## config.mk

```make
export PLATFORM = sky130hd
export DESIGN_NAME = csr_core_regs
export DESIGN_NICKNAME = d
export VERILOG_FILES = /design/src/verilog/csr_pkg.sv /design/src/verilog/csr_core_regs.sv
export SDC_FILE = /design/constraint.sdc
export NUM_CORES = 1
export LEC_CHECK = 0
export BUFFER_PORTS_ARGS = -buffer_cell sky130_fd_sc_hd__buf_2
export CAP_MARGIN = 10
export CELL_PAD_IN_SITES_DETAIL_PLACEMENT = 0
export CELL_PAD_IN_SITES_GLOBAL_PLACEMENT = 1
export CORE_UTILIZATION = 44
export DETAILED_ROUTE_END_ITERATION = 10
export HOLD_SLACK_MARGIN = 0.02
export PLACE_DENSITY = 0.9
export SLEW_MARGIN = 20
export SYNTH_ARGS = -nofsm -noshare
export SYNTH_HDL_FRONTEND = slang
export SYNTH_SLANG_ARGS = --single-unit
```

## constraint.sdc

```tcl
create_clock -name clk -period 7.9 [get_ports clk]
set_input_delay 0.395 -clock clk [delete_from_list [all_inputs] [get_ports clk]]
set_output_delay 0.395 -clock clk [all_outputs]
set_load 0.1 [all_outputs]
```

## src/verilog/csr_pkg.sv

```systemverilog
// Purpose: Constants for the core special register bank
// Assumes: Single 200 MHz clock, byte wide data memory interface
// Notes:   Offsets are data memory addresses of the special area
package csr_pkg;
    localparam int unsigned CLK_MHZ      = 200;
    localparam logic [7:0]  ADDR_IND0    = 8'h00;
    localparam logic [7:0]  ADDR_PTR0    = 8'h01;
    localparam logic [7:0]  ADDR_IND1    = 8'h02;
    localparam logic [7:0]  ADDR_PTR1    = 8'h03;
    localparam logic [7:0]  ADDR_BANK    = 8'h04;
    localparam logic [7:0]  ADDR_PCL     = 8'h06;
    localparam logic [7:0]  ADDR_TPTR    = 8'h07;
    localparam logic [7:0]  ADDR_THIGH   = 8'h08;
    localparam logic [7:0]  ADDR_WDSEL   = 8'h09;
    localparam logic [7:0]  ADDR_STATUS  = 8'h0A;
    localparam logic [7:0]  ADDR_IRQLO   = 8'h0B;
    localparam logic [7:0]  ADDR_TIMER0_COUNT    = 8'h0D;
    localparam logic [7:0]  ADDR_PADATA  = 8'h12;
    localparam logic [7:0]  ADDR_PADIR   = 8'h13;
    localparam logic [7:0]  ADDR_V0H     = 8'h18;
    localparam logic [7:0]  ADDR_V0M     = 8'h19;
    localparam logic [7:0]  ADDR_V0L     = 8'h1A;
    localparam logic [7:0]  ADDR_V1H     = 8'h1B;
    localparam logic [7:0]  ADDR_V1M     = 8'h1C;
    localparam logic [7:0]  ADDR_V1L     = 8'h1D;
    localparam logic [7:0]  ADDR_IRQHI   = 8'h1E;
    localparam logic [7:0]  ADDR_VBYTE   = 8'h2A;
    // Top of the special area; general memory starts here
    localparam logic [7:0]  SFR_TOP      = 8'h40;
    // Status bit positions
    localparam int unsigned ST_C         = 0;
    localparam int unsigned ST_AC        = 1;
    localparam int unsigned ST_Z         = 2;
    localparam int unsigned ST_OV        = 3;
    localparam int unsigned ST_PDF       = 4;
    localparam int unsigned ST_TO        = 5;
    localparam int unsigned IRQ_GATE_BIT = 0;
    localparam logic [7:0]  PORT_RESET   = 8'hFF;
    localparam logic [7:0]  BYTE_ZERO    = 8'h00;
    localparam logic [2:0]  WDSEL_RESET  = 3'h7;
    localparam int unsigned VOICE_WAIT_NS = 4000;
    localparam int unsigned VOICE_WAIT_CYC =
        (VOICE_WAIT_NS * CLK_MHZ + 999) / 1000;
    // Voice latch wait state machine
    typedef enum logic [1:0] {
        CSR_V_IDLE = 2'b00,
        CSR_V_WAIT = 2'b01,
        CSR_V_LOAD = 2'b11
    } csr_vstate_e;
endpackage : csr_pkg
```

## src/verilog/csr_core_regs.sv

```systemverilog
// Purpose: Special purpose registers of an 8-bit voice controller core
// Assumes: Core issues one data access per cycle with decoded events
// Notes:   ROM reads are one cycle; voice fetch waits the latch time
// Behaviour
// - Bank register 00/01 picks bank zero/one
// - Window zero always reaches bank zero
// - Reset clears bank unless sleeping watchdog reset
// - Special area visible from either bank
// - Direct addressing always uses bank zero
// - Low counter write jumps within page
// - Low counter write inserts one dummy cycle
// - Table read loads high byte, returns low
// - Watchdog divider uses low three bits
// - Status writes keep sleep and expiry flags
// - Sleep flag cleared by clear, set halt
// - Expiry flag cleared by clear/halt, set timeout
// - Carry from add, no borrow, rotate
// - Half carry from low nibble carry
// - Zero flag tracks zero result
// - Wrap flag is carry in xor out
// - Interrupt entry never saves status
// - Gate cleared on entry, set by return
// - Gate masks all sources, own enables
// - Timer count accepts direct preload writes
// - Direction one is input, zero output
// - Two 22-bit byte-built voice address registers
// - Window one follows the bank register
`timescale 1ns/10ps
module csr_core_regs (
    input  wire logic        clk,
    input  wire logic        reset_n,
    input  wire logic        clkEn,
    input  wire logic        wdtSleepReset,
    input  wire logic [7:0]  memAddr,
    input  wire logic        memWrite,
    input  wire logic        memRead,
    input  wire logic [7:0]  memWdata,
    output logic      [7:0]  memRdata,
    output logic      [8:0]  memPhysAddr,
    output logic             memPhysSel,
    input  wire logic [7:0]  ramRdata,
    input  wire logic        aluUpdate,
    input  wire logic        aluIsArith,
    input  wire logic [7:0]  aluResult,
    input  wire logic        aluCarry,
    input  wire logic        aluHalfCarry,
    input  wire logic        aluCarryIn7,
    input  wire logic        rotateCarry,
    input  wire logic        rotateCarryVal,
    input  wire logic        haltInstr,
    input  wire logic        watchdogClearInstr,
    input  wire logic        watchdogTimeout,
    input  wire logic        irqEntry,
    input  wire logic        returnFromIrq,
    input  wire logic        tableRead,
    input  wire logic [12:0] pcCurrent,
    output logic      [12:0] pcJumpAddr,
    output logic             pcJump,
    output logic             dummyCycle,
    output logic      [12:0] romAddr,
    input  wire logic [15:0] romData,
    output logic      [7:0]  tableLowByte,
    output logic             tableLowValid,
    output logic      [2:0]  watchdogDivSel,
    output logic      [7:0]  statusFlags,
    output logic             globalIrqGate,
    output logic      [7:0]  irqControlLow,
    output logic      [7:0]  irqControlHigh,
    input  wire logic [7:0]  timer0Live,
    output logic      [7:0]  timer0Preload,
    output logic             timer0Load,
    output logic      [7:0]  portADirection,
    output logic      [7:0]  portAOut,
    input  wire logic [7:0]  portAPins,
    output logic      [21:0] voiceRomAddr,
    output logic             voiceRomReq,
    input  wire logic [7:0]  voiceRomData,
    output logic      [7:0]  voiceRomByte
);
    import csr_pkg::*;

    typedef struct packed {
        logic        bank;
        logic [7:0]  ptr0;
        logic [7:0]  ptr1;
        logic [7:0]  tptr;
        logic [7:0]  thigh;
        logic [2:0]  wdsel;
        logic [7:0]  status;
        logic [7:0]  irqLo;
        logic [7:0]  irqHi;
        logic [7:0]  tmrPre;
        logic        tmrLoad;
        logic [7:0]  paDir;
        logic [7:0]  paData;
        logic [21:0] vAddr0;
        logic [21:0] vAddr1;
        logic        vSel;
        logic [21:0] vOut;
        logic        vReq;
        logic [7:0]  vByte;
        csr_vstate_e vState;
        logic [9:0]  vCnt;
        logic [7:0]  rdata;
        logic [8:0]  phys;
        logic        physSel;
        logic [12:0] jumpAddr;
        logic        jump;
        logic        dummy;
        logic [7:0]  tLow;
        logic        tLowValid;
        logic [12:0] romA;
    } csr_state_s;

    csr_state_s st_r;
    csr_state_s st_nxt;

    localparam logic [9:0] V_WAIT = 10'(VOICE_WAIT_CYC);

    // Map a logical access onto a physical 9-bit memory address
    function automatic logic [8:0] csr_phys(input logic bankBit,
                                            input logic [7:0] a);
        // Special area ignores the bank so it never hides
        if (a < SFR_TOP) begin
            csr_phys = {1'b0, a};
        end else begin
            csr_phys = {bankBit, a};
        end
    endfunction : csr_phys

    // Effective address and bank of this access
    logic [7:0] effAddr;
    logic       effBank;
    logic       isInd;
    always_comb begin
        isInd   = 1'b0;
        effAddr = memAddr;
        effBank = 1'b0;
        if (memAddr == ADDR_IND0) begin
            isInd   = 1'b1;
            effAddr = st_r.ptr0;
            effBank = 1'b0;
        end else if (memAddr == ADDR_IND1) begin
            isInd   = 1'b1;
            effAddr = st_r.ptr1;
            effBank = st_r.bank;
        end
    end

    // Next state; status is never stacked, so entry touches only the gate
    always_comb begin
        logic [7:0] wd;
        logic [7:0] rd;
        logic       wr;
        logic [7:0] a;
        wd     = memWdata;
        wr     = memWrite;
        a      = effAddr;
        rd     = ramRdata;
        st_nxt = st_r;
        st_nxt.tmrLoad   = 1'b0;
        st_nxt.jump      = 1'b0;
        st_nxt.dummy     = st_r.jump;
        st_nxt.tLowValid = 1'b0;
        st_nxt.vReq      = 1'b0;
        st_nxt.phys      = csr_phys(effBank, a);
        st_nxt.physSel   = (memRead | memWrite) & (a >= SFR_TOP);
        // Register writes, only inside the special area
        if (wr && a < SFR_TOP) begin
            unique case (a)
                ADDR_PTR0:   st_nxt.ptr0  = wd;
                ADDR_PTR1:   st_nxt.ptr1  = wd;
                ADDR_BANK:   st_nxt.bank  = wd[0];
                ADDR_PCL: begin
                    st_nxt.jumpAddr = {pcCurrent[12:8], wd};
                    st_nxt.jump     = 1'b1;
                end
                ADDR_TPTR:   st_nxt.tptr  = wd;
                ADDR_WDSEL:  st_nxt.wdsel = wd[2:0];
                ADDR_STATUS: st_nxt.status[ST_OV:ST_C] = wd[ST_OV:ST_C];
                ADDR_IRQLO:  st_nxt.irqLo = wd;
                ADDR_IRQHI:  st_nxt.irqHi = wd;
                ADDR_TIMER0_COUNT: begin
                    st_nxt.tmrPre  = wd;
                    st_nxt.tmrLoad = 1'b1;
                end
                ADDR_PADATA: st_nxt.paData = wd;
                ADDR_PADIR:  st_nxt.paDir  = wd;
                ADDR_V0H:    st_nxt.vAddr0[21:16] = wd[5:0];
                ADDR_V0M:    st_nxt.vAddr0[15:8]  = wd;
                ADDR_V1H:    st_nxt.vAddr1[21:16] = wd[5:0];
                ADDR_V1M:    st_nxt.vAddr1[15:8]  = wd;
                ADDR_V0L: begin
                    st_nxt.vAddr0[7:0] = wd;
                    st_nxt.vSel        = 1'b0;
                    st_nxt.vState      = CSR_V_WAIT;
                    st_nxt.vCnt        = V_WAIT;
                end
                ADDR_V1L: begin
                    st_nxt.vAddr1[7:0] = wd;
                    st_nxt.vSel        = 1'b1;
                    st_nxt.vState      = CSR_V_WAIT;
                    st_nxt.vCnt        = V_WAIT;
                end
                default: ;
            endcase
        end
        // Low byte write starts the fetch; full wait before the latch
        unique case (st_nxt.vState)
            CSR_V_IDLE: ;
            CSR_V_WAIT: begin
                st_nxt.vOut = st_nxt.vSel ? st_nxt.vAddr1 : st_nxt.vAddr0;
                st_nxt.vReq = 1'b1;
                if (st_r.vState == CSR_V_WAIT && st_r.vCnt <= 10'h001) begin
                    st_nxt.vState = CSR_V_LOAD;
                end else if (st_r.vState == CSR_V_WAIT) begin
                    st_nxt.vCnt = st_r.vCnt - 10'h001;
                end
            end
            CSR_V_LOAD: begin
                st_nxt.vByte  = voiceRomData;
                st_nxt.vState = CSR_V_IDLE;
            end
            default: st_nxt.vState = CSR_V_IDLE;
        endcase
        // ALU flags after any store so the latest operation wins
        if (aluUpdate) begin
            st_nxt.status[ST_Z] = (aluResult == BYTE_ZERO);
            if (aluIsArith) begin
                st_nxt.status[ST_C]  = aluCarry;
                st_nxt.status[ST_AC] = aluHalfCarry;
                st_nxt.status[ST_OV] = aluCarryIn7 ^ aluCarry;
            end
        end
        if (rotateCarry) begin
            st_nxt.status[ST_C] = rotateCarryVal;
        end
        // System flags: clear instructions first, events win last
        if (watchdogClearInstr) begin
            st_nxt.status[ST_PDF] = 1'b0;
            st_nxt.status[ST_TO]  = 1'b0;
        end
        if (haltInstr) begin
            st_nxt.status[ST_PDF] = 1'b1;
            st_nxt.status[ST_TO]  = 1'b0;
        end
        if (watchdogTimeout) begin
            st_nxt.status[ST_TO] = 1'b1;
        end
        // Gate: entry clears, return sets; entry wins if both arrive
        if (returnFromIrq) begin
            st_nxt.irqLo[IRQ_GATE_BIT] = 1'b1;
        end
        if (irqEntry) begin
            st_nxt.irqLo[IRQ_GATE_BIT] = 1'b0;
        end
        // Table read: registered ROM address, high byte kept, low handed back
        st_nxt.romA = {pcCurrent[12:8], st_nxt.tptr};
        if (tableRead) begin
            st_nxt.thigh     = romData[15:8];
            st_nxt.tLow      = romData[7:0];
            st_nxt.tLowValid = 1'b1;
        end
        // Read data; output pins report latch, inputs report pins
        unique case (a)
            ADDR_PTR0:   rd = st_r.ptr0;
            ADDR_PTR1:   rd = st_r.ptr1;
            ADDR_BANK:   rd = {7'h00, st_r.bank};
            ADDR_PCL:    rd = pcCurrent[7:0];
            ADDR_TPTR:   rd = st_r.tptr;
            ADDR_THIGH:  rd = st_r.thigh;
            ADDR_WDSEL:  rd = {5'h00, st_r.wdsel};
            ADDR_STATUS: rd = {2'h0, st_r.status[ST_TO:ST_C]};
            ADDR_IRQLO:  rd = st_r.irqLo;
            ADDR_IRQHI:  rd = st_r.irqHi;
            ADDR_TIMER0_COUNT:   rd = timer0Live;
            ADDR_PADATA: rd = (st_r.paDir & portAPins)
                            | (~st_r.paDir & st_r.paData);
            ADDR_PADIR:  rd = st_r.paDir;
            ADDR_V0H:    rd = {2'h0, st_r.vAddr0[21:16]};
            ADDR_V0M:    rd = st_r.vAddr0[15:8];
            ADDR_V0L:    rd = st_r.vAddr0[7:0];
            ADDR_V1H:    rd = {2'h0, st_r.vAddr1[21:16]};
            ADDR_V1M:    rd = st_r.vAddr1[15:8];
            ADDR_V1L:    rd = st_r.vAddr1[7:0];
            ADDR_VBYTE:  rd = st_r.vByte;
            default:     rd = (a < SFR_TOP) ? BYTE_ZERO : ramRdata;
        endcase
        if (isInd && (a == ADDR_IND0 || a == ADDR_IND1)) begin
            rd = BYTE_ZERO; // Window aimed at a window reads zero
        end
        st_nxt.rdata = memRead ? rd : st_r.rdata;
    end

    // Single register stage for all state
    always_ff @(posedge clk) begin
        if (!reset_n) begin
            st_r        <= '0;
            st_r.bank   <= wdtSleepReset ? st_r.bank : 1'b0;
            st_r.wdsel  <= WDSEL_RESET;
            st_r.paDir  <= PORT_RESET;
            st_r.paData <= PORT_RESET;
            st_r.status <= wdtSleepReset ? st_r.status : BYTE_ZERO;
            st_r.vState <= CSR_V_IDLE;
        end else if (clkEn) begin
            st_r <= st_nxt;
        end
    end

    assign memRdata       = st_r.rdata;
    assign memPhysAddr    = st_r.phys;
    assign memPhysSel     = st_r.physSel;
    assign pcJumpAddr     = st_r.jumpAddr;
    assign pcJump         = st_r.jump;
    assign dummyCycle     = st_r.dummy;
    assign romAddr        = st_r.romA;
    assign tableLowByte   = st_r.tLow;
    assign tableLowValid  = st_r.tLowValid;
    assign watchdogDivSel = st_r.wdsel;
    assign statusFlags    = {2'h0, st_r.status[ST_TO:ST_C]};
    assign globalIrqGate  = st_r.irqLo[IRQ_GATE_BIT];
    assign irqControlLow  = st_r.irqLo;
    assign irqControlHigh = st_r.irqHi;
    assign timer0Preload  = st_r.tmrPre;
    assign timer0Load     = st_r.tmrLoad;
    assign portADirection = st_r.paDir;
    assign portAOut       = st_r.paData;
    assign voiceRomAddr   = st_r.vOut;
    assign voiceRomReq    = st_r.vReq;
    assign voiceRomByte   = st_r.vByte;

    // Checks
    a_dummy_after_jump: assert property (@(posedge clk)
        disable iff (!reset_n) clkEn && pcJump |=> dummyCycle)
        else $error("no dummy cycle after jump");
    a_page_kept: assert property (@(posedge clk) disable iff (!reset_n)
        pcJump |-> pcJumpAddr[12:8] == $past(pcCurrent[12:8]))
        else $error("jump left page");
    a_status_sys: assert property (@(posedge clk) disable iff (!reset_n)
        clkEn && !haltInstr && !watchdogClearInstr && !watchdogTimeout
        |=> $stable(statusFlags[ST_TO:ST_PDF]))
        else $error("system flags changed");
    a_halt_sets: assert property (@(posedge clk) disable iff (!reset_n)
        clkEn && haltInstr |=> statusFlags[ST_PDF])
        else $error("halt did not set sleep flag");
    a_tmo_sets: assert property (@(posedge clk) disable iff (!reset_n)
        clkEn && watchdogTimeout |=> statusFlags[ST_TO])
        else $error("timeout flag not set");
    a_zero_flag: assert property (@(posedge clk) disable iff (!reset_n)
        clkEn && aluUpdate |=> statusFlags[ST_Z] == ($past(aluResult)
        == 8'h00))
        else $error("zero flag wrong");
    a_gate_entry: assert property (@(posedge clk) disable iff (!reset_n)
        clkEn && irqEntry |=> !globalIrqGate)
        else $error("gate not cleared on entry");
    a_ind0_bank: assert property (@(posedge clk) disable iff (!reset_n)
        clkEn && memAddr == ADDR_IND0 && memRead |=> !memPhysAddr[8])
        else $error("window zero left bank zero");
    a_voice_wait: assert property (@(posedge clk) disable iff (!reset_n)
        clkEn && st_r.vState == CSR_V_IDLE && st_nxt.vState == CSR_V_WAIT
        |=> st_r.vState != CSR_V_LOAD [*8])
        else $error("voice byte latched early");
    c_jump: cover property (@(posedge clk) pcJump ##1 dummyCycle);
    c_table: cover property (@(posedge clk) tableLowValid);
    c_voice: cover property (@(posedge clk) st_r.vState == CSR_V_LOAD);
    c_halt: cover property (@(posedge clk) haltInstr && clkEn);
endmodule : csr_core_regs

```

Yosys cells after proc, flatten, opt, wreduce, memory -nomap -nowiden

Index checks and enable logic that the tools add are counted.
W data, S select, Z words.

Bits in registers: 226
Bits of input ports: 104
Logic and storage cells: 167

Add/subtract/negate cells: 1
Order comparisons: 3
Eq/ne operators: 33
Multiplexer cells: 59
Bitwise gates (word level): 7
Reductions and logical operators: 30

Operator list:

| kind                    | count |
|---|---|
| $mux W228               | 2 |
| $pmux W8 S20            | 1 |
| $mux W8                 | 19 |
| $mux W90                | 1 |
| $eq A8 B5 Y1 const B    | 9 |
| $eq A8 B4 Y1 const B    | 5 |
| $reduce_and A3 Y1       | 12 |
| $mux W10                | 3 |
| $mux W14                | 2 |
| $mux W9                 | 3 |
| $mux W25                | 1 |
| $eq A8 B2 Y1 const B    | 3 |
| $eq A8 B3 Y1 const B    | 3 |
| $logic_not A8 Y1        | 3 |
| $mux W12                | 2 |
| $mux W23                | 1 |
| $mux W22                | 1 |
| $and A8 B8 Y8           | 2 |
| $mux W6                 | 2 |
| $mux W1                 | 11 |
| $le A10 B1 Y1 const B   | 1 |
| $reduce_and A2 Y1       | 5 |
| $sub A10 B1 Y10 const B | 1 |
| $ne A3 B1 Y1 const B    | 3 |
| 25 further kinds        | 37 |

Depth between registers and ports, before layout

Gate-level depths: netlist of the first run.

Word-level depth: 12
Mapped depth: 12
Gate-level depth less buffers: 9

Least setup slack after synthesis of the first run

No wires, ideal clock.

Path kind: in2reg
From: input port memAddr[4]
To: register st_r, in the netlist voiceRomAddr[1]
Library setup time: 0.128 ns
Data arrival time: 3.060 ns
Required time: 7.772 ns
Slack: 4.712 ns
Stages: 11
Path buffers: 3
Cells stage by stage: clkbuf_1 or3_1 buf_2 or4_1 a211oi_2 nand2_1 a21oi_4 buf_2 mux2_2 mux2i_1 nor2_1

Longest elaborated chain between the ends: 9
Elaborated cells on any way between the ends: 18
Classes of those cells: 1 x order compare; 4 x eq/ne; 9 x mux; 4 x reduce/logical

RTL lines:

| what                                                 | line                 | source |
|---|---|---|
| start, declared                                      | csr_core_regs.sv:34  | `input wire logic [7:0] memAddr,` |
| $eq A8 B2 Y1                                         | csr_core_regs.sv:143 | `end else if (memAddr == ADDR_IND1) begin` |
| $mux W8                                              | csr_core_regs.sv:143 |  |
| $mux W8 (*)                                          | csr_core_regs.sv:139 | `if (memAddr == ADDR_IND0) begin` |
| branches (longest 6 deep; another with $lt A8 B7 Y1) | --                   |  |
| end signal, assigned                                 | csr_core_regs.sv:306 | `st_r <= st_nxt;` |
| end, declared                                        | csr_core_regs.sv:115 | `csr_state_s st_r;` |

Every way passes the cells marked *. The select of a mux whose other input is x is not followed.
A chain may end at the register's enable or synchronous reset.

Final worst setup path of the first run

From: input port memAddr[6]
To: register st_r, in the netlist voiceRomAddr[17]

Same word-level chain as after synthesis.

==> impl_metrics.tcl, run 1 <==
set metrics [dict create \
    result_of_the_run "complete, no violations" \
    design.die.area_sq_um 27210 \
    finalSetupTns_ns 0 \
    nets 1558 \
    post_synth_instance_area_sq_um 11680 \
    cts-hold-fix-buffers 0 \
    final_layout_size_suffix_gt1_share_pct 23.96 \
    min_path_cells 3 \
    hold_path_endpoint "memRdata[1]" \
    clockBufferDepth 3 \
    holdCritStartpoint "ramRdata[1]" \
    antenna-diode-count 0 \
    post_synth_edffs 7 \
    cts.htree.levels 1 \
    post_cts_resize_count 0 \
    ys_top_cells_by_count "210 x sky130_fd_sc_hd__dfxtp_1, 163 x sky130_fd_sc_hd__nand2_1, 160 x sky130_fd_sc_hd__nor2_1" \
    worst_clock_skew_ns 0.01648 \
    final_std_cells_w_o_fill 1804 \
    place.detailed.instances 1762 \
    maxCapViolCount 0 \
    synth_sequential_area_ratio_pct 37.79 \
    finish.utilization_pct 49.32 \
    clock_tree_from_tritoncts "done" \
    category_of_the_worst_setup_path_capture_point "flop" \
    crit-reg2reg-capture "voiceRomAddr[17]" \
    dr.first_iter.drc_count 1057 \
    drt_pre_antenna_iters 5 \
    worst-slew-pin-transition_ns 1.127 \
    placement.io_buffers 240 \
    grt_start_max_net_pins 84 \
    cp.depth 9 \
    fp.dieH_um 164.9 \
    power_density_nw_per_um2 200.5 \
    synthDominantCellAreaShare_pct 35.99 \
    synth.most_common_cell "sky130_fd_sc_hd__dfxtp_1" \
    floorplan.initialDensity_pct 44.83 \
    worst-r2r-setup-slack_ns 3.97 \
    postSynthRegisterBits 217 \
    post_drt_wl_per_cell_um 24.33 \
    vias 11020 \
    rsz0062_at_grt "no" \
    critPathKind "input pin to flop" \
    yosys_warnings 0 \
    post-route-cell-area_sq_um 12850 \
    timing.critical_path.max_delay_family "simple AND/OR/NAND/NOR gates" \
    r2r-start "st_r[223]" \
    cts-root-buf "sky130_fd_sc_hd__clkbuf_16" \
    internal-power_w 0.001871 \
    fin_crit_sh_pct 51.40 \
    comb_power_share_pct 11.9 \
    finalHoldViolations 0 \
    post-route-min-period_ns 4.060 \
    globalRouteTotalUtil_pct 31.86 \
    timing.slew.headroom_pct 24.84 \
    post-dp-hpwl_mm 31.85 \
    row_count 59 \
    critPathMaxFanout 23 \
    static_leakage_power_nw 5.266 \
    cp.buffers_inverters 1 \
    netlist-cell-type-count 85 \
    remaining_drc_errors 0 \
    post-route-worst-setup-slack_ns 3.840 \
    worst_path_max_delay_cell "sky130_fd_sc_hd__or4_1" \
    max-vdd-ir-drop_v 0.0001400 \
    grt_remaining_overflow 0 \
    critPathArrivalTime_ns 4.46 \
    p_switching_w 0.0007054 \
    io_pins 243 \
    clkSlewWorstSetupHoldPaths_ns 0.06 \
    worst_hold_path_type "input pin to flop" \
    tritoncts_num_sinks 217 \
    dpl-instance-area_sq_um 12050 \
    slowest_delay_ns 0.68 \
    grt_first_pass_wirelength_mm 63.76 \
    die_w_um 164.9 \
    routed_wirelength_mm 43.89 \
    clk_latency_ns 0.52 \
    synth_cells 1394 \
    number_of_cells_traversed_by_the_worst_register_to_register_path 9 \
    drtAntennaViolNets 0 \
    cts-buffers-inserted 23 \
    syn_to_final_growth_pct 10.01 \
    timing.critical_path.from_type "input pin" \
    antenna_violations_before_repair 0 \
    place_ws_ns 3.431 \
    p_clk_share_pct 44.3 \
    avgViaCountPerCell 6.111 \
    switching_share_pct 27.38 \
    ys_top_cells_by_area "sky130_fd_sc_hd__dfxtp_1 36%, sky130_fd_sc_hd__buf_4 8.6%, sky130_fd_sc_hd__mux2i_1 8.4%" \
    synth_area_leader_cell "sky130_fd_sc_hd__dfxtp_1" \
    final_max_slew_viols 0 \
    first_global_vias 9968 \
    fmaxAchievable_mhz 246.3 \
    finalSetupViolations 0 \
    syn_avg_cell_area_sq_um 8.381 \
    critPathRequiredTime_ns 8.30 \
    gpl.final_weighted_congestion 1.068 \
    share_of_synthesized_registers_carrying_an_async_set_or_reset_pct 0 \
    timing.critical_path.cells "buf_2, or4_4, or4_1, a211oi_4, nand2_2, a21oi_4, o21ai_2, and2_0, o2bb2ai_1" \
    cts.repair_timing.setup_buffer_count 0 \
    share_seq_of_total_power_pct 43.8 \
    core-area_sq_um 26060 \
    synthFlopType "sky130_fd_sc_hd__dfxtp_1" \
]
worst max-delay path by stage:
stage / start / to / slack, ns
after floorplan: memAddr[4] / voiceRomAddr[1] / 4.71
after global placement: memAddr[6] / voiceRomAddr[10] / 3.50
after detailed placement: memAddr[6] / voiceRomAddr[17] / 3.43
after CTS: memAddr[6] / voiceRomAddr[17] / 3.97
after global routing: memAddr[6] / voiceRomAddr[10] / 3.66
final: memAddr[6] / voiceRomAddr[17] / 3.84
power groups by stage:
stage	sequential (W)	combinational (W)	clock, W
global placement	0.00115	0.000299	0
global route	0.00113	0.000318	0.00120
detailed placement	0.00115	0.000301	0
floorplan	0.00115	0.000213	0
CTS	0.00113	0.000302	0.00116
finish	0.00113	0.000308	0.00114
flip-flops by register name, indices dropped and copies added, names as in the netlist, named ones only:
signal          flops
st_r               81
voiceRomAddr       22
pcJumpAddr         13
memPhysAddr         9
irqControlHigh      8
irqControlLow       8
memRdata            8
portADirection      8
portAOut            8
tableLowByte        8
timer0Preload       8
voiceRomByte        8
statusFlags         6
romAddr             5
watchdogDivSel      3
dummyCycle          1
memPhysSel          1
pcJump              1
tableLowValid       1
timer0Load          1
voiceRomReq         1
metal layers:
metal	up-vias	global-route usage, %	part of all wire, %
li1	4992	-	-
met1	5272	43.17	42
met2	662	49.98	44
met3	98	6.554	10
met4	0	11.09	3.7
met5	-	0	0
final cells by class:
| cell class | count | area (sq um) |
|---|---|---|
| Multi-Input combinational cell | 942 | 5856 |
| Clock buffer | 34 | 676.9 |
| Timing Repair Buffer | 255 | 1314 |
| Fill cell | 2539 | 13210 |
| Inverter | 13 | 51.30 |
| Sequential cell | 217 | 4414 |
| Tap cell | 335 | 419.2 |
| Clock inverter | 8 | 121.4 |
placed cells by master, fill, tap and decap left out, types with 17 or more instances in the layout:
| master | n |
|---|---|
| sky130_fd_sc_hd__mux2i_1 | 98 |
| sky130_fd_sc_hd__nand2_1 | 163 |
| sky130_fd_sc_hd__buf_2 | 240 |
| sky130_fd_sc_hd__nor3_1 | 19 |
| sky130_fd_sc_hd__a22oi_1 | 28 |
| sky130_fd_sc_hd__o2bb2ai_1 | 17 |
| sky130_fd_sc_hd__o21ai_0 | 38 |
| sky130_fd_sc_hd__dfxtp_1 | 210 |
| sky130_fd_sc_hd__nand3_1 | 64 |
| sky130_fd_sc_hd__a31oi_1 | 17 |
| sky130_fd_sc_hd__a21oi_1 | 94 |
| sky130_fd_sc_hd__nor2_1 | 160 |
| sky130_fd_sc_hd__clkbuf_16 | 23 |
stage by stage:
| stage | total power, W | hold WS [ns] |
|---|---|---|
| floorplan | 0.001364 | 0.4319 |
| global placement | 0.001451 | 0.4403 |
| detailed placement | 0.001453 | 0.4475 |
| CTS | 0.002586 | 0.09397 |
| global route | 0.002647 | 0.1074 |
| finish | 0.002577 | 0.09678 |
logic make-up (layout without fill, tap and decap cells):
group                      count (synthesis)  count (layout)  synth area share, %
and+or+nand+nor                          502             502                20.34
AOI/OAI and AO/OA                        321             321                19.44
buffers and inverters                    236             310                12.18
DFF                                      217             217                37.79
muxes                                    114             114                9.939
adders and majority gates                  2               2               0.2142
other                                      1               2              0.03210
xor gates and xnor gates                   1               1              0.07498
worst min-delay path, delay by kind of cell:
family                 cells  cell delay [ns]
AOI/OAI and AO/OA          2             0.11
buffers and inverters      1             0.08
Power figures use the tool's default switching activity.
==> inputs of run 2 (changes only) <==
--- a/config.mk
+++ b/config.mk
@@ -5,14 +5,15 @@
 export SDC_FILE = /design/constraint.sdc
 export NUM_CORES = 1
 export LEC_CHECK = 0
+export ABC_AREA = 1
 export BUFFER_PORTS_ARGS = -buffer_cell sky130_fd_sc_hd__buf_2
 export CAP_MARGIN = 10
 export CELL_PAD_IN_SITES_DETAIL_PLACEMENT = 0
 export CELL_PAD_IN_SITES_GLOBAL_PLACEMENT = 1
-export CORE_UTILIZATION = 44
+export CORE_UTILIZATION = 35
 export DETAILED_ROUTE_END_ITERATION = 10
 export HOLD_SLACK_MARGIN = 0.02
-export PLACE_DENSITY = 0.9
+export PLACE_DENSITY = 0.8
 export SLEW_MARGIN = 20
 export SYNTH_ARGS = -nofsm -noshare
 export SYNTH_HDL_FRONTEND = slang
==> constraint.sdc (replaced) <==
create_clock -name clk -period 3.6 [get_ports clk]
set_input_delay 0.18 -clock clk [delete_from_list [all_inputs] [get_ports clk]]
set_output_delay 0.18 -clock clk [all_outputs]
set_load 0.1 [all_outputs]
==> impl_metrics.tcl, run 2 <==
set metrics [dict create \
    clockBufferDepth 3 \
    category_of_the_worst_setup_path_capture_point "flop" \
    ys_top_cells_by_area "sky130_fd_sc_hd__dfxtp_1 36%, sky130_fd_sc_hd__nand2_1 13%, sky130_fd_sc_hd__buf_4 8.8%" \
    synthDominantCellAreaShare_pct 35.80 \
    synth_area_leader_cell "sky130_fd_sc_hd__dfxtp_1" \
    finalHoldViolations 0 \
    syn_to_final_growth_pct 15.80 \
    result_of_the_run "complete, no violations" \
    cts-buffers-inserted 26 \
    cts-hold-fix-buffers 39 \
    syn_avg_cell_area_sq_um 6.832 \
    postSynthRegisterBits 217 \
    critPathKind "flop to flop" \
    row_count 66 \
    placement.io_buffers 240 \
    power_density_nw_per_um2 437.1 \
    io_pins 243 \
    final_layout_size_suffix_gt1_share_pct 19.92 \
    most-common-layout-cells "411 x sky130_fd_sc_hd__nand2_1, 239 x sky130_fd_sc_hd__buf_2, 210 x sky130_fd_sc_hd__dfxtp_1" \
    use_met3_pct 3.677 \
    multi_input_comb_area_sq_um 5414 \
    largest_register_ff_count 81 \
    timing.slew.headroom_pct 32.46 \
    yosys_warnings 0 \
    finalSetupViolations 0 \
    synth_cells 1719 \
    worst_hold_path_type "input pin to flop" \
    clk_latency_ns 0.54 \
    critPathArrivalTime_ns 3.34 \
    synth.most_common_cell "sky130_fd_sc_hd__nand2_1" \
    fp.dieH_um 185.2 \
    worst-slew-pin-transition_ns 1.012 \
    post_synth_edffs 7 \
    n_fill_cell 3509 \
    grt_start_max_net_pins 69 \
    final_max_slew_viols 0 \
    register_area_sq_um 4414 \
    core-area_sq_um 32780 \
    clkSlewWorstSetupHoldPaths_ns 0.06 \
    post_synth_instance_area_sq_um 11740 \
    crit_top_cell "sky130_fd_sc_hd__nand2_1" \
    mostFrequentLayoutCell "sky130_fd_sc_hd__nand2_1" \
    routed_wirelength_mm 42.03 \
    grt_remaining_overflow 0 \
    timing.critical_path.from_type "flop" \
    max-vdd-ir-drop_v 0.0003351 \
    drt_pre_antenna_iters 8 \
    fmaxAchievable_mhz 346.3 \
    rsz0062_at_grt "no" \
    nets 1940 \
    timing.critical_path.cells "nand3_1, nand2_1, nor2_1, nand2_1, nor2_2, buf_4, nand2_1, o21ai_0, inv_1, nor2_1, o21ai_0, dlygate4sd3_1, a21oi_1" \
    clock_tree_from_tritoncts "done" \
    synthFlopType "sky130_fd_sc_hd__dfxtp_1" \
    critPathMaxFanout 11 \
    tritoncts_num_sinks 217 \
    worst_clock_skew_ns 0.01413 \
    share_of_synthesized_registers_carrying_an_async_set_or_reset_pct 0 \
    met1_routing_resource_usage_after_global_routing_pct 32.42 \
    netlist-cell-type-count 47 \
    cts.htree.levels 1 \
    post-dp-hpwl_mm 30.95 \
    ys_top_cells_by_count "411 x sky130_fd_sc_hd__nand2_1, 210 x sky130_fd_sc_hd__dfxtp_1, 167 x sky130_fd_sc_hd__o21ai_0" \
    globalRouteTotalUtil_pct 24.18 \
    maxCapViolCount 0 \
    static_leakage_power_nw 6.536 \
    design.die.area_sq_um 34290 \
    hold_ws_ns 0.03071 \
    synth_sequential_area_ratio_pct 37.59 \
    post_cts_resize_count 0 \
    dpl-instance-area_sq_um 12280 \
    register_ranked_first_by_flip_flop_count "st_r" \
    critPathRequiredTime_ns 4.05 \
    post-route-min-period_ns 2.887 \
    avgViaCountPerCell 5.075 \
    post-route-cell-area_sq_um 13600 \
    finalSetupTns_ns 0 \
    die_w_um 185.2 \
    remaining_drc_errors 0 \
    fin_crit_sh_pct 80.21 \
    drtAntennaViolNets 0 \
    slowest_delay_ns 0.56 \
    dr.first_iter.drc_count 1023 \
    grt.met2_usage_pct 39.95 \
    vias 11650 \
    grt_first_pass_wirelength_mm 62.89 \
    post_drt_wl_per_cell_um 18.31 \
    antenna_violations_before_repair 0 \
    cts-root-buf "sky130_fd_sc_hd__clkbuf_16" \
    worst_path_max_delay_cell "sky130_fd_sc_hd__dlygate4sd3_1" \
    globalRoute.busiestLayer "met2" \
    floorplan.initialDensity_pct 35.82 \
    first_global_vias 10640 \
    cts.repair_timing.setup_buffer_count 0 \
    gpl.final_weighted_congestion 0.9374 \
]
==> run 2: cell types whose count changed after synthesis, moves of 22 or more <==
| cell | previous run | this run |
|---|---|---|
| sky130_fd_sc_hd__nand2_1 | 163 | 411 |
| sky130_fd_sc_hd__inv_1 | 12 | 136 |
| sky130_fd_sc_hd__clkbuf_1 | 68 | 46 |
| sky130_fd_sc_hd__nand3_1 | 64 | 117 |
| sky130_fd_sc_hd__o21ai_1 | 3 | 51 |
| sky130_fd_sc_hd__mux2i_1 | 98 | 3 |
| sky130_fd_sc_hd__a22oi_1 | 28 | 1 |
| sky130_fd_sc_hd__o21ai_0 | 38 | 167 |
==> run 2: worst paths after layout <==
check / cells after the start / start / slack, ns / to
max reg2reg: 13 / st_r[215] / 0.71 / irqControlLow[0]
min reg2reg: 2 / st_r[200] / 0.46 / st_r[200]
max: 13 / st_r[215] / 0.71 / irqControlLow[0]
min: 3 / memWdata[3] / 0.03 / portADirection[3]
==> run 2: critical path: cells and delay by family (launching register included) <==
family / cells / cell delay (ns)
buffers and inverters: 3 / 0.90
AO/OA/AOI/OAI: 3 / 0.42
flip-flops: 1 / 0.33
AND/OR/NAND/NOR: 7 / 1.17
==> run 2: logic make-up (layout without fill, tap and decap cells) <==
group,Yosys count,in the layout,share of synthesized area (%)
buffers and inverters,364,496,16.34
other,1,3,0.03193
multiplexers,5,5,0.4475
AND/OR/NAND/NOR,737,737,27.18
XOR/XNOR,3,3,0.2238
flip-flops,217,217,37.59
AO/OA/AOI/OAI,390,390,17.97
adder cells (fa/ha/maj),2,2,0.2130
==> run 2: power by group <==
group / switching, W / total [W] / leakage [nW] / internal [W]
Combinational: 0.000499 / 0.000652 / 4.31 / 0.000153
Sequential: 0.0000217 / 0.00247 / 1.76 / 0.00245
Clock: 0.00106 / 0.00282 / 0.459 / 0.00176
Total: 0.00158 / 0.00594 / 6.54 / 0.00437
==> run 2: per-layer routing <==
layer  share of wire [%]  up-vias  wire length [um]
li1                    -     5710                 -
met1                  44     5419             18580
met2                  46      448             19350
met3                 7.0       69              2923
met4                 2.8        0              1172
met5                   0        -                 0
==> run 2: per-stage QoR <==
step           instances  utilization (%)  setup WS, ns  total power, W
3_5_place_dp        2209            37.47        0.6134        0.003143
5_1_grt             2294            41.47        0.4697        0.006133
6_report            2295            41.48        0.7126        0.005944
2_1_floorplan       1720                -         1.207        0.002977
4_1_cts             2294            41.47        0.7958        0.005978
3_3_place_gp        2209            37.47        0.6958        0.003140
==> run 2: area by class of cell <==
| type | count | share of cell area, % |
|---|---|---|
| antenna | 1 | 0.01840 |
| tap | 442 | 4.067 |
| sequential | 217 | 32.46 |
| clock inverter | 7 | 0.8188 |
| timing repair buffer | 294 | 12.55 |
| clock buffer | 39 | 5.971 |
| inverter | 156 | 4.306 |
| multi-input combinational | 1139 | 39.81 |
==> inputs of run 3 (changes only) <==
--- a/config.mk
+++ b/config.mk
@@ -10,10 +10,10 @@
 export CAP_MARGIN = 10
 export CELL_PAD_IN_SITES_DETAIL_PLACEMENT = 0
 export CELL_PAD_IN_SITES_GLOBAL_PLACEMENT = 1
-export CORE_UTILIZATION = 35
+export CORE_UTILIZATION = 39
 export DETAILED_ROUTE_END_ITERATION = 10
 export HOLD_SLACK_MARGIN = 0.02
-export PLACE_DENSITY = 0.8
+export PLACE_DENSITY = 0.84
 export SLEW_MARGIN = 20
 export SYNTH_ARGS = -nofsm -noshare
 export SYNTH_HDL_FRONTEND = slang
==> constraint.sdc (replaced) <==
create_clock -name clk -period 2.9 [get_ports clk]
set_input_delay 0.145 -clock clk [delete_from_list [all_inputs] [get_ports clk]]
set_output_delay 0.145 -clock clk [all_outputs]
set_load 0.1 [all_outputs]
==> impl_metrics.tcl, run 3 (synthesis gave the netlist of run 2 again) <==
set metrics [dict create \
    result_of_the_run "complete, no violations" \
    post-dp-hpwl_mm 29.84 \
    first_global_vias 10550 \
    most-common-layout-cells "410 x sky130_fd_sc_hd__nand2_1, 239 x sky130_fd_sc_hd__buf_2, 210 x sky130_fd_sc_hd__dfxtp_1" \
    static_leakage_power_nw 6.629 \
    die_w_um 175.5 \
    worst_clock_skew_ns 0.01207 \
    grt_start_max_net_pins 68 \
    clockBufferDepth 3 \
    fp.dieH_um 175.5 \
    post_drt_wl_per_cell_um 17.71 \
    placement.io_buffers 240 \
    row_count 63 \
    timing.slew.headroom_pct 46.13 \
    drt_pre_antenna_iters 7 \
    final_max_slew_viols 0 \
    fmaxAchievable_mhz 363.4 \
    post-layout-total-power_w 0.007077 \
    finalSetupViolations 0 \
    crit-reg2reg-capture "irqControlLow[0]" \
    dr.first_iter.drc_count 898 \
    grt_remaining_overflow 0 \
    io_pins 243 \
    clock_tree_from_tritoncts "done" \
    worst-r2r-setup-slack_ns 0.15 \
    post-route-min-period_ns 2.751 \
    design.die.area_sq_um 30810 \
    worst_hold_path_type "input pin to flop" \
    cts.htree.levels 1 \
    worst-slew-pin-transition_ns 0.8071 \
    nets 1968 \
    max-vdd-ir-drop_v 0.0004215 \
    remaining_drc_errors 0 \
    finalHoldViolations 0 \
    critPathMaxFanout 5 \
    gpl.final_weighted_congestion 0.9875 \
    category_of_the_worst_setup_path_capture_point "flop" \
    holdCritStartpoint "aluResult[2]" \
    clkSlewWorstSetupHoldPaths_ns 0.06 \
    critPathKind "flop to flop" \
    cts-buffers-inserted 26 \
    mostFrequentLayoutCell "sky130_fd_sc_hd__nand2_1" \
    antenna_violations_before_repair 0 \
    timing.critical_path.from_type "flop" \
    tritoncts_num_sinks 217 \
    clk_latency_ns 0.54 \
    syn_to_final_growth_pct 16.55 \
    drtAntennaViolNets 0 \
    power_density_nw_per_um2 517.1 \
    floorplan.initialDensity_pct 39.62 \
    final_layout_size_suffix_gt1_share_pct 20.86 \
    finalSetupTns_ns 0 \
    hold_path_endpoint "statusFlags[2]" \
    number_of_cells_traversed_by_the_worst_register_to_register_path 12 \
    vias 11540 \
    antenna-diode-count 0 \
    routed_wirelength_mm 40.19 \
    fin_crit_sh_pct 94.88 \
    r2r-start "st_r[213]" \
    largest_register_ff_count 81 \
    critPathArrivalTime_ns 3.22 \
    rsz0062_at_grt "no" \
    register_ranked_first_by_flip_flop_count "st_r" \
    grt_first_pass_wirelength_mm 60.72 \
    globalRouteTotalUtil_pct 25.50 \
    core-area_sq_um 29640 \
    min_path_cells 4 \
    critPathRequiredTime_ns 3.37 \
    avgViaCountPerCell 5.086 \
    cts-root-buf "sky130_fd_sc_hd__clkbuf_16" \
    maxCapViolCount 0 \
]
run 3: changes by cell type in the layout (fill, tap and decap cells not counted), moves of 2 or more:
cell,change
sky130_fd_sc_hd__buf_4,+22
sky130_fd_sc_hd__bufinv_16,-3
sky130_fd_sc_hd__clkbuf_8,+2
sky130_fd_sc_hd__dlygate4sd3_1,+6
sky130_fd_sc_hd__nor2_1,-2
run 3: layout make-up:
type | count | area, sq um
well taps | 390 | 488.0
clock buffers | 41 | 818.3
inverters | 156 | 585.6
multi-input cells | 1139 | 5426
fillers | 3138 | 15950
flip-flops and latches | 217 | 4414
repair buffers | 322 | 1932
clock inverters | 4 | 22.52
run 3: power breakdown:
part | total, W | switching (W) | leakage (nW) | internal (W)
Clock | 0.00319 | 0.00128 | 0.415 | 0.00192
Combinational | 0.000813 | 0.000612 | 4.45 | 0.000201
Sequential | 0.00307 | 0.0000270 | 1.76 | 0.00304
Total | 0.00708 | 0.00192 | 6.63 | 0.00516
run 3: repair_timing:
action | 4_1_cts | 5_1_grt
gates resized for setup | 0 | 4
setup buffers | 0 | 4
endpoints found under the setup margin | 0 | 2
hold buffers | 45 | 0
hold endpoints to repair | 51 | 0
run 3: worst max-delay path: stages (launching register included):
cell                            delay (ns)
sky130_fd_sc_hd__dfxtp_1              0.34
sky130_fd_sc_hd__nand3_1              0.12
sky130_fd_sc_hd__nand2_1              0.08
sky130_fd_sc_hd__nor2_1               0.30
sky130_fd_sc_hd__nand2_2              0.17
sky130_fd_sc_hd__nor2_2               0.27
sky130_fd_sc_hd__nand2_1              0.24
sky130_fd_sc_hd__o21ai_0              0.22
sky130_fd_sc_hd__inv_1                0.07
sky130_fd_sc_hd__nor2_1               0.07
sky130_fd_sc_hd__o21ai_0              0.08
sky130_fd_sc_hd__dlygate4sd3_1        0.57
sky130_fd_sc_hd__a21oi_1              0.13
run 3: worst max-delay path by stage:
| stage | start | endpoint | depth (start not counted) | slack [ns] |
|---|---|---|---|---|
| final | st_r[213] | irqControlLow[0] | 12 | 0.15 |
| after global routing | st_r[215] | irqControlLow[0] | 12 | 0.008 |
| after CTS | st_r[217] | irqControlLow[0] | 15 | 0.09 |
| after detailed placement | memAddr[4] | memRdata[3] | 18 | 0.08 |
| after global placement | memAddr[4] | memRdata[3] | 18 | 0.09 |
| after floorplan | voiceRomReq | st_r[56] | 9 | 0.51 |
run 3: per-stage QoR:
stage	std cells	hold slack [ns]	setup slack [ns]	util, %	instance area (sq um)
final	2269	0.02377	0.1485	46.18	13690
after global routing	2269	0.04857	0.008285	46.18	13690
after CTS	2265	0.02137	0.08507	46.04	13640
after detailed placement	2175	0.3512	0.08400	41.68	12350
after global placement	2175	0.3464	0.09245	41.68	12350
after floorplan	1720	0.2481	0.5067	-	11750
run 3: routing by layer:
layer  GRT usage, %  wire length [um]  vias up
met4          9.638              1581        0
met3          3.030              2484       80
met1          33.75             17240     5301
met2          42.43             18890      395
li1               -                 -     5764
met5              0                 0        -
